[src/common/ovc_pkg.sv]
// Shared constants and types for the overlay and calibration controller.
// Assumes a 25 MHz system clock and a four-bit address, four-bit data serial word.
package ovc_pkg;

    // ----------------------------------------------------------------
    // Clock and pin timing
    // ----------------------------------------------------------------
    localparam int CLK_PERIOD_NS = 40;
    localparam int CAL_LOW_NS = 200;
    localparam int CAL_GAP_NS = 80;
    localparam int DEV_RESET_NS = 400;
    // Least times, rounded up to whole cycles
    localparam int CAL_LOW_CYC = (CAL_LOW_NS + CLK_PERIOD_NS - 1) / CLK_PERIOD_NS;
    localparam int CAL_GAP_CYC = (CAL_GAP_NS + CLK_PERIOD_NS - 1) / CLK_PERIOD_NS;
    localparam int DEV_RESET_CYC = (DEV_RESET_NS + CLK_PERIOD_NS - 1) / CLK_PERIOD_NS;

    // ----------------------------------------------------------------
    // Device register map
    // ----------------------------------------------------------------
    localparam logic [3:0] REG_IN_FIRST = 4'h0;
    localparam logic [3:0] REG_IN_LAST = 4'h3;
    localparam logic [3:0] REG_OUT_FIRST = 4'h8;
    localparam logic [3:0] REG_OUT_LAST = 4'hC;
    localparam logic [3:0] REG_SYNC_OVERLAY_CAL_MODE = 4'hD;
    localparam logic [3:0] MODE_RESET = 4'h0;
    localparam int MODE_AUTOCAL_POS = 0;
    localparam int MODE_ALTERNATE_POS = 1;
    localparam int MODE_TRANSPARENT_POS = 2;
    localparam int SER_BITS = 8;
    localparam int IN_STAGES = 4;

    // Common-mode level codes for the sync encoder
    localparam logic [1:0] CM_2V0 = 2'h0;
    localparam logic [1:0] CM_2V5 = 2'h1;
    localparam logic [1:0] CM_3V0 = 2'h2;

    // ----------------------------------------------------------------
    // Carriers
    // ----------------------------------------------------------------
    typedef struct packed {
        logic spare;
        logic transparent_bit;
        logic alternate_bit;
        logic autocal_bit;
    } ovc_mode_s;

    typedef struct packed {
        logic [3:0] addr;
        logic [3:0] data;
    } ovc_xp_req_s;

    typedef struct packed {
        logic sclk;
        logic sdata;
        logic sload;
    } ovc_ser_pins_s;

    typedef struct packed {
        logic [1:0] red;
        logic [1:0] green;
        logic [1:0] blue;
    } ovc_cm_s;

endpackage

[src/verilog/ovc_serial_shift.sv]
// Serial word shifter: sends one address and data word MSB first, then loads.
// Assumes the device samples data on the rising serial clock.
module ovc_serial_shift (
    input wire logic i_clk,
    input wire logic i_reset_n,
    input wire logic i_start,
    input wire logic [7:0] i_word,
    output logic o_busy,
    output logic o_done,
    output ovc_pkg::ovc_ser_pins_s o_pins
);

    typedef enum logic [1:0] {SER_IDLE, SER_LOW, SER_HIGH, SER_LOAD} ovc_ser_st_e;

    typedef struct packed {
        ovc_ser_st_e st;
        logic [7:0] shift;
        logic [2:0] bit_cnt;
        ovc_pkg::ovc_ser_pins_s pins;
    } ovc_ser_state_s;

    ovc_ser_state_s q;
    ovc_ser_state_s d;

    // ----------------------------------------------------------------
    // Next state
    // ----------------------------------------------------------------
    always_comb begin
        d = q;
        case (q.st)
            SER_IDLE: begin
                if (i_start) begin
                    d.st = SER_LOW;
                    d.shift = i_word;
                    d.bit_cnt = 3'h0;
                    d.pins.sdata = i_word[7];
                end
            end
            SER_LOW: begin
                d.pins.sclk = 1'b1;
                d.st = SER_HIGH;
            end
            SER_HIGH: begin
                d.pins.sclk = 1'b0;
                if (q.bit_cnt == 3'(ovc_pkg::SER_BITS - 1)) begin
                    d.pins.sload = 1'b1;
                    d.st = SER_LOAD;
                end else begin
                    d.shift = {q.shift[6:0], 1'b0};
                    d.pins.sdata = q.shift[6];
                    d.bit_cnt = q.bit_cnt + 3'h1;
                    d.st = SER_LOW;
                end
            end
            SER_LOAD: begin
                d.pins.sload = 1'b0;
                d.st = SER_IDLE;
            end
            default: d.st = SER_IDLE;
        endcase
    end

    // State register
    always_ff @(posedge i_clk or negedge i_reset_n) begin
        if (!i_reset_n) begin
            q <= '{st: SER_IDLE, default: '0};
        end else begin
            q <= d;
        end
    end

    assign o_busy = (q.st != SER_IDLE);
    assign o_done = (q.st == SER_LOAD);
    assign o_pins = q.pins;
endmodule // ovc_serial_shift

[src/verilog/ovc_host_ctrl.sv]
// Controller for a crosspoint's switchable output group: overlay pin, calibrate
// sequencing, mode register and selector writes over the serial port.
// Assumes the device's decoded sync outputs and a line porch marker arrive on i_clk.

// Overview of operation
// - Without supervisor, calibrate overlay state then thru state, one pulse each.
// - Recalibrate after crosspoint path change or transparent/opaque change.
// - Refresh calibration once per line during a black-level porch.
// - With supervisor, overlay only within active video, never around sync.
// - Keep the four input selector values distinct.
// - Broadcast by pointing several output selectors at one input stage.
// - Transmitter encodes each sync pair as distinct common-mode levels.
module ovc_host_ctrl (
    input wire logic i_clk,
    input wire logic i_reset_n,
    input wire logic i_mode_write,
    input ovc_pkg::ovc_mode_s i_mode,
    input wire logic i_xp_write,
    input ovc_pkg::ovc_xp_req_s i_xp_req,
    input wire logic i_overlay_req,
    input wire logic i_active_video,
    input wire logic i_hsync,
    input wire logic i_vsync,
    input wire logic i_line_porch,
    input wire logic i_tx_hsync,
    input wire logic i_tx_vsync,
    output logic o_busy,
    output logic o_ack,
    output logic o_refused,
    output logic o_dev_reset_n,
    output logic o_overlay_n,
    output logic o_transparent_n,
    output logic o_cal_n,
    output logic o_next_is_overlay,
    output logic o_cal_stale,
    output ovc_pkg::ovc_ser_pins_s o_ser,
    output ovc_pkg::ovc_cm_s o_tx_cm
);

    typedef enum logic [2:0] {
        ST_DEV_RESET, ST_SER, ST_IDLE, ST_CAL_LOW, ST_CAL_GAP
    } ovc_st_e;

    typedef struct packed {
        ovc_st_e st;
        ovc_pkg::ovc_mode_s mode;
        logic [3:0][3:0] in_sel;
        logic [3:0] in_valid;
        logic [3:0] cnt;
        logic step;
        logic next_ovl;
        logic stale;
        logic ovl_n;
        logic cal_n;
        logic dev_rst_n;
        logic ack;
        logic refused;
        logic ser_start;
        logic [7:0] ser_word;
        ovc_pkg::ovc_cm_s cm;
    } ovc_state_s;

    ovc_state_s q;
    ovc_state_s d;
    logic ser_done;
    logic [3:0] dup_hit;
    logic dup;
    logic in_addr;
    logic sync_clear;

    // ----------------------------------------------------------------
    // Selector checks
    // ----------------------------------------------------------------
    // A new input selection must not repeat another stage's value
    genvar gi;
    generate
        for (gi = 0; gi < ovc_pkg::IN_STAGES; gi++) begin : g_dup
            assign dup_hit[gi] = q.in_valid[gi] && (q.in_sel[gi] == i_xp_req.data)
                && (i_xp_req.addr[1:0] != 2'(gi));
        end
    endgenerate

    assign in_addr = (i_xp_req.addr <= ovc_pkg::REG_IN_LAST);
    assign dup = in_addr && (|dup_hit);
    assign sync_clear = i_active_video && !i_hsync && !i_vsync;

    // Common-mode level set for one sync pair
    function automatic ovc_pkg::ovc_cm_s encode_sync(input logic h, input logic v);
        ovc_pkg::ovc_cm_s c;
        case ({h, v})
            2'b01: c = '{red: ovc_pkg::CM_3V0, green: ovc_pkg::CM_2V0, blue: ovc_pkg::CM_2V5};
            2'b00: c = '{red: ovc_pkg::CM_2V5, green: ovc_pkg::CM_3V0, blue: ovc_pkg::CM_2V0};
            2'b10: c = '{red: ovc_pkg::CM_2V0, green: ovc_pkg::CM_3V0, blue: ovc_pkg::CM_2V5};
            default: c = '{red: ovc_pkg::CM_2V5, green: ovc_pkg::CM_2V0, blue: ovc_pkg::CM_3V0};
        endcase
        return c;
    endfunction

    // ----------------------------------------------------------------
    // Sequencer
    // ----------------------------------------------------------------
    always_comb begin
        d = q;
        d.ack = 1'b0;
        d.refused = 1'b0;
        d.ser_start = 1'b0;
        d.cm = encode_sync(i_tx_hsync, i_tx_vsync);
        case (q.st)
            ST_DEV_RESET: begin
                if (q.cnt == 4'h0) begin
                    d.dev_rst_n = 1'b1;
                    d.next_ovl = 1'b1;
                    d.ser_word = {ovc_pkg::REG_SYNC_OVERLAY_CAL_MODE, q.mode};
                    d.ser_start = 1'b1;
                    d.st = ST_SER;
                end else begin
                    d.cnt = q.cnt - 4'h1;
                end
            end
            ST_SER: begin
                // Keep following the overlay request while the word goes out
                d.ovl_n = !(i_overlay_req && sync_clear && !q.stale);
                if (ser_done) begin
                    d.st = ST_IDLE;
                end
            end
            ST_IDLE: begin
                // Overlay only in clean active video with a fresh calibration
                d.ovl_n = !(i_overlay_req && sync_clear && !q.stale);
                if (i_mode_write) begin
                    d.mode = i_mode;
                    if (i_mode.transparent_bit != q.mode.transparent_bit) begin
                        d.stale = 1'b1;
                    end
                    d.ser_word = {ovc_pkg::REG_SYNC_OVERLAY_CAL_MODE, i_mode};
                    d.ser_start = 1'b1;
                    d.ack = 1'b1;
                    d.st = ST_SER;
                end else if (i_xp_write) begin
                    if (dup || i_xp_req.addr >= ovc_pkg::REG_SYNC_OVERLAY_CAL_MODE) begin
                        d.refused = 1'b1;
                    end else begin
                        if (in_addr) begin
                            d.in_sel[i_xp_req.addr[1:0]] = i_xp_req.data;
                            d.in_valid[i_xp_req.addr[1:0]] = 1'b1;
                        end
                        // Output selectors may share a stage for broadcast
                        d.stale = 1'b1;
                        d.ser_word = i_xp_req;
                        d.ser_start = 1'b1;
                        d.ack = 1'b1;
                        d.st = ST_SER;
                    end
                end else if (i_line_porch && q.mode.autocal_bit) begin
                    // Separate mode starts on the overlay state
                    d.ovl_n = q.mode.alternate_bit;
                    d.step = 1'b0;
                    d.cal_n = 1'b0;
                    d.cnt = 4'(ovc_pkg::CAL_LOW_CYC - 1);
                    d.st = ST_CAL_LOW;
                end
            end
            ST_CAL_LOW: begin
                if (q.cnt == 4'h0) begin
                    d.cal_n = 1'b1;
                    if (q.mode.alternate_bit) begin
                        d.next_ovl = !q.next_ovl;
                    end
                    d.cnt = 4'(ovc_pkg::CAL_GAP_CYC - 1);
                    d.st = ST_CAL_GAP;
                end else begin
                    d.cnt = q.cnt - 4'h1;
                end
            end
            ST_CAL_GAP: begin
                if (q.cnt != 4'h0) begin
                    d.cnt = q.cnt - 4'h1;
                end else if (!q.mode.alternate_bit && !q.step) begin
                    // Second pulse calibrates the thru state
                    d.step = 1'b1;
                    d.ovl_n = 1'b1;
                    d.cal_n = 1'b0;
                    d.cnt = 4'(ovc_pkg::CAL_LOW_CYC - 1);
                    d.st = ST_CAL_LOW;
                end else begin
                    d.ovl_n = 1'b1;
                    d.stale = 1'b0;
                    d.st = ST_IDLE;
                end
            end
            default: d.st = ST_IDLE;
        endcase
    end

    // State register
    always_ff @(posedge i_clk or negedge i_reset_n) begin
        if (!i_reset_n) begin
            q <= '{st: ST_DEV_RESET, cnt: 4'(ovc_pkg::DEV_RESET_CYC - 1), ovl_n: 1'b1,
                   cal_n: 1'b1, next_ovl: 1'b1, mode: ovc_pkg::MODE_RESET, default: '0};
        end else begin
            q <= d;
        end
    end

    // ----------------------------------------------------------------
    // Serial port and outputs
    // ----------------------------------------------------------------
    ovc_serial_shift u_ser (
        .i_clk(i_clk),
        .i_reset_n(i_reset_n),
        .i_start(q.ser_start),
        .i_word(q.ser_word),
        .o_busy(),
        .o_done(ser_done),
        .o_pins(o_ser)
    );

    assign o_busy = (q.st != ST_IDLE);
    assign o_ack = q.ack;
    assign o_refused = q.refused;
    assign o_dev_reset_n = q.dev_rst_n;
    assign o_overlay_n = q.ovl_n;
    assign o_transparent_n = !q.mode.transparent_bit;
    assign o_cal_n = q.cal_n;
    assign o_next_is_overlay = q.next_ovl;
    assign o_cal_stale = q.stale;
    assign o_tx_cm = q.cm;
endmodule // ovc_host_ctrl

[config.mk]
export PLATFORM = sky130hd
export DESIGN_NAME = ovc_host_ctrl
export DESIGN_NICKNAME = d
export VERILOG_FILES = /design/src/common/ovc_pkg.sv /design/src/verilog/ovc_serial_shift.sv /design/src/verilog/ovc_host_ctrl.sv
export SDC_FILE = /design/constraint.sdc
export NUM_CORES = 1
export LEC_CHECK = 0
export ABC_AREA = 1
export BUFFER_PORTS_ARGS = -buffer_cell sky130_fd_sc_hd__buf_2
export CORE_MARGIN = 2
export CORE_UTILIZATION = 55
export DETAILED_ROUTE_END_ITERATION = 8
export PLACE_DENSITY = 0.76
export SYNTH_ARGS = -nofsm -noshare
export SYNTH_HDL_FRONTEND = slang
export SYNTH_HIERARCHICAL = 1
export SYNTH_SLANG_ARGS = --single-unit
[constraint.sdc]
create_clock -name i_clk -period 2 [get_ports i_clk]
set_input_delay 0.1 -clock i_clk [delete_from_list [all_inputs] [get_ports i_clk]]
set_output_delay 0.1 -clock i_clk [all_outputs]
set_load 0.01 [all_outputs]
# After elaboration in Yosys (flattened, before gate mapping)
# Index checks and enable logic that the tools add are counted.
# word_totals
out_inout_bits	18
input_bits	23
elab_cells	196
reg_bits	69
# op_classes
bitwise_logic	3
n_lt_le_gt_ge	4
n_eq_ne	39
add_sub_neg	2
reduce_logical	54
mux	64
# op_table
op	n
$ne 2x2->1 const B	15
$mux 3	9
$mux 9	3
$reduce_and 6->1	4
$mux 5	4
$pmux 10 s2	1
$mux 1	19
$pmux 6 s3	1
$pmux 9 s2	1
$bwmux 16	1
$eq 4x4->1	4
$logic_and 1x1->1	16
$mux 4	4
$pmux 4 s4	1
$pmux 3 s5	1
$reduce_bool 2->1	7
$mux 13	1
$ne 3x3->1 const B	4
$pmux 1 s2	6
$mux 11	1
$mux 10	1
$mux 2	5
$demux 4 s2	1
$logic_not 1->1	8
other kinds (32)	48

# Logic depth before layout (Yosys ltp)
# logic_depth
depth_word	10
mapped_depth	15
ltp_nobuf	14

# By module
# The synthesis kept the hierarchy.
# by_module_without_submodules
mod	n_inst	cells_per_inst	area_per_inst_um2	seq_area_each_um2
ovc_host_ctrl	1	369	2847.7	1332.5
ovc_serial_shift	1	109	889.6	375.4

# Least setup slack after synthesis
# No wires, ideal clock.
# synth_path
kind	reg-to-reg
start	register q[23] (netlist name)
end	register q[22] (netlist name)
path_slack_ns	0.240
t_required_ns	1.881
stages_incl_launch_ff	13
arrival_time_ns	1.641
path_buffers	0
setup_ns	0.119
synth_period_minus_slack_ns	1.760
path_cell_list	dfstp_2 -> inv_1 -> ha_1 -> nand2_1 -> nor2_1 -> nand2_1 -> nand2_1 -> inv_1 -> nand3_2 -> nor2_1 -> inv_1 -> nor2_1 -> o21a_1
# synth_via
elab_chain_cells	3
# synth_rtl
item	line	rtl
from (decl)	ovc_host_ctrl.sv:63	ovc_state_s q;
from (signal assigned)	ovc_host_ctrl.sv:198	q <= '{st: ST_DEV_RESET, cnt: 4'(ovc_pkg::DEV_RESET_CYC - 1), ovl_n: 1'b1,
$reduce_bool 4->1	ovc_host_ctrl.sv:176	if (q.cnt != 4'h0) begin
$ne 2x2->1 (no source line)	-	
$reduce_and 6->1 (no source line)	-	
# No other way between the ends.
# A chain may end at the register's enable or synchronous reset.

# Worst setup path after layout
# layout_path
start	register q[23] (netlist name)
end	register q[25] (netlist name)
# layout_via
elab_chain_cells	3
word_cells_on_any_way	10
classes_between	add/sub: 1; eq/ne: 2; mux: 4; reduce/logical: 3
# layout_rtl
item	line
$sub 4x1->4 (tied with other cells)	ovc_host_ctrl.sv:117, ovc_host_ctrl.sv:172, ovc_host_ctrl.sv:177
$mux 4 (tied with other cells)	ovc_host_ctrl.sv:176
$pmux 4 s4 / $reduce_and 6->1 (equally long branches)	-
# Parallel ways exist; a longest one is shown, timed or not. The select of a mux whose other input is x is not followed.

==> reports/metrics.cfg <==
[yosys]
mappedNetlistNets=512
ys.flop_type=sky130_fd_sc_hd__dfrtp_1
synth_seq_area_share_pct=45.70
yosys_register_bits=68
postSynthCellCount=478
synth_cell_type_count=41
synthesis.yosys.warnings=6
synth-async-reset-ratio_pct=100.0
avgSynthCellArea_um2=7.819
netlist_area_before_placement_um2=3737
synth-edff-count=0

[pwr]
power.share.switching_pct=38.75
portion_of_total_power_attributed_to_the_clock_network_pct=24.1
powerDensity_nw_per_um2=1303
power_frac_seq_pct=36.4
pwr-share-comb_pct=39.5
p_leak_nw=2.307
p_sw_mw=2.168
power.total_mw=5.595
internal_portion_of_total_power_mw=3.427
peakVddDrop_v=0.0005173

[placement]
place_inst=591
numPortBuffers=39
pre_cts_slack_ns=0.1575
finalWeightedCongestion=0.8725
place_hpwl_mm=5.664
placement.cell_area_um2=4000

[critical_path]
r2r_cells=11
maximum_fanout_count_along_the_critical_path=5
crit_type=reg2reg
crit_required_ns=2.24
startpoint_type=register
reg2reg_to=q[25]
end_kind=register
cp.arrival_ns=2.13
worst_r2r_startpoint=q[23]
worst-r2r-setup-slack_ns=0.11

[timing]
fin_ws_ns=0.1089
timing.final.setup_violations=0
hold_slack_ns=0.008820
tightestPinTransition_ns=0.5945
fin_worst_skew_ns=0.01031
hold_viol_final=0
timing.slew.headroom_pct=60.37
finalWorstPathRequiredPeriod_ns=1.891
max_freq_mhz=528.8
final-max-slew-violation-count=0
layout_worst_path_cycle_share_pct=94.55
setup_repair_after_global_routing_missed_its_margin=true

[hold_path]
whs_path_depth=3
hold_class=in2reg
worst_min_delay_path_startpoint=i_mode[2]
holdPathEnd=q[49]

[clock_tree]
clk_pin_slew_ns=0.08
cts_max_path_buffers=2
insertion_delay_ns=0.35
clockRootBuffer=sky130_fd_sc_hd__clkbuf_8
cts_setup_buffers=0
cts_max_level=3
cts_made_buffers=9
clock_sinks=68
tritoncts_clock_tree=built

[global_routing]
grt_pass1_wl_mm=13.16
grt_max_degree=44
via_count_of_the_first_global_routing_pass=2951
overall_routing_resource_usage_pct=22.51
global_route.overflow_total=0
antenna_found_initial=0

[job]
drv_cap=0

[die]
die_w_um=86.43
start_util_pct=55.94
floorplan.die_area_um2=7470
rows=30
core-area_um2=6681
chipHeight_um=86.43
pin_count=41

[routing]
routed-via-count=3115
drt_via_density=5.090
number_of_nets_still_failing_antenna_checks_after_routing=0
routed_wire_per_std_cell_um=12.50
drc_errors=0
drt_first_pass_iters=4
drt_first_iter_violations=183
finalWirelength_mm=7.650

[finish]
final-instance-count-excl-fill=612
antenna_cells_inserted=0
finish.net_count=561
final_layout_size_suffix_gt1_share_pct=20.30
post-route-cell-area_um2=4294
p_r_area_growth_vs_syn_pct=14.90

[run_status]
status=complete, no violations

[state kept, by name (all words and copies together), names as in the netlist]
register,cells
q,41
o_ack,1
o_tx_cm,5
o_overlay_n,1
u_ser/q,12
o_cal_n,1
o_next_is_overlay,1
o_dev_reset_n,1
o_refused,1
u_ser/o_pins,3
o_cal_stale,1
[area by class of cell]
| cell class | count | area (um^2) |
|---|---|---|
| repair buffers | 53 | 325.3 |
| clock buffers | 9 | 123.9 |
| well taps | 80 | 100.1 |
| multi-input cells | 322 | 1643 |
| clock inverters | 7 | 115.1 |
| flip-flops and latches | 68 | 1708 |
| inverters | 73 | 279.0 |
| fillers | 594 | 2387 |
[power by group through the flow]
stage / registers (mW) / logic (mW) / clock network (mW)
6_report: 2.04 / 2.21 / 1.35
5_1_grt: 2.08 / 2.54 / 1.44
4_1_cts: 2.03 / 2.20 / 1.37
3_5_place_dp: 2.05 / 2.18 / 0
3_3_place_gp: 2.04 / 2.13 / 0
2_1_floorplan: 2.02 / 1.67 / 0
[worst max path at each step]
stage / startpoint / to / slack, ns / cells past startpoint
final: q[23] / q[25] / 0.11 / 11
after global placement: q[23] / q[25] / 0.24 / 11
after floorplan: q[23] / q[22] / 0.24 / 12
after global routing: q[23] / q[22] / -0.02 / 12
after CTS: q[23] / q[22] / 0.14 / 12
after detailed placement: q[23] / q[22] / 0.16 / 12
[per-stage QoR]
stage / util (%) / setup TNS [ns]
finish: 64.27 / 0
CTS: 64.19 / 0
global route: 64.27 / -0.03432
floorplan: - / 0
global placement: 59.87 / 0
detailed placement: 59.87 / 0
[cell usage in the layout, fill, tap and decap left out, types with 8 or more instances in the layout]
master,instances
sky130_fd_sc_hd__buf_2,39
sky130_fd_sc_hd__buf_4,8
sky130_fd_sc_hd__clkbuf_8,9
sky130_fd_sc_hd__dfrtp_1,63
sky130_fd_sc_hd__ha_1,11
sky130_fd_sc_hd__inv_1,63
sky130_fd_sc_hd__inv_2,8
sky130_fd_sc_hd__nand2_1,149
sky130_fd_sc_hd__nand2_2,16
sky130_fd_sc_hd__nand3_1,21
sky130_fd_sc_hd__nor2_1,36
sky130_fd_sc_hd__o21ai_0,22
sky130_fd_sc_hd__o21ai_1,18
[what timing repair did]
action / 4_1_cts / 5_1_grt
gates resized for setup: 0 / 3
hold endpoints to repair: 24 / 0
hold buffers: 5 / 0
setup endpoints to repair: 0 / 3
[cell usage after synthesis, types with 2 or more instances]
cell type	number	area share [%]
sky130_fd_sc_hd__o21ai_0	23	3.1
sky130_fd_sc_hd__inv_1	63	6.3
sky130_fd_sc_hd__nand2_1	149	15
sky130_fd_sc_hd__nor2_1	38	3.8
sky130_fd_sc_hd__inv_2	8	0.80
sky130_fd_sc_hd__o21ai_1	17	2.3
sky130_fd_sc_hd__buf_6	2	0.60
sky130_fd_sc_hd__nand2_2	16	2.7
sky130_fd_sc_hd__xnor2_1	2	0.47
sky130_fd_sc_hd__a21oi_1	5	0.67
sky130_fd_sc_hd__nand3_1	21	2.8
sky130_fd_sc_hd__buf_2	3	0.40
sky130_fd_sc_hd__o21bai_1	4	0.80
sky130_fd_sc_hd__nand3b_1	2	0.40
sky130_fd_sc_hd__nand4_1	4	0.67
sky130_fd_sc_hd__buf_4	10	2.0
sky130_fd_sc_hd__dfrtp_1	63	42
sky130_fd_sc_hd__nor2_2	2	0.33
sky130_fd_sc_hd__ha_1	11	3.7
sky130_fd_sc_hd__nand3b_4	2	1.1
sky130_fd_sc_hd__a31oi_1	2	0.33
sky130_fd_sc_hd__nand3_4	2	0.94
sky130_fd_sc_hd__dfstp_2	5	3.5
sky130_fd_sc_hd__nor3_1	4	0.54
sky130_fd_sc_hd__nand3_2	3	0.80
sky130_fd_sc_hd__o21a_1	2	0.40
[worst max-delay path, stage by stage, from the launching register on]
cell	delay, ns
sky130_fd_sc_hd__dfstp_2	0.53
sky130_fd_sc_hd__inv_1	0.06
sky130_fd_sc_hd__ha_1	0.21
sky130_fd_sc_hd__nand2_1	0.10
sky130_fd_sc_hd__nor2_2	0.06
sky130_fd_sc_hd__nand2_1	0.09
sky130_fd_sc_hd__nand2_1	0.10
sky130_fd_sc_hd__inv_1	0.11
sky130_fd_sc_hd__nand3_2	0.13
sky130_fd_sc_hd__inv_1	0.16
sky130_fd_sc_hd__nand2_1	0.07
sky130_fd_sc_hd__a22o_1	0.17
[routing by layer]
layer	share of wire [%]	vias up	track usage (%)	wire, um
met5	0	-	0	0
li1	-	1579	-	-
met4	1.5	0	7.670	112
met2	49	64	37.41	3736
met1	46	1458	29.09	3493
met3	4.0	14	5.143	307
[logic make-up after synthesis]
kind of cell,share of synthesized area [%]
AND/OR/NAND/NOR,30.10
buffers and inverters,10.48
flip-flops,45.70
AO/OA/AOI/OAI,8.972
adder cells (fa/ha/maj),3.683
XOR/XNOR,0.7032
other,0.1003
multiplexers,0.2678
(Power assumes the default switching activity.)
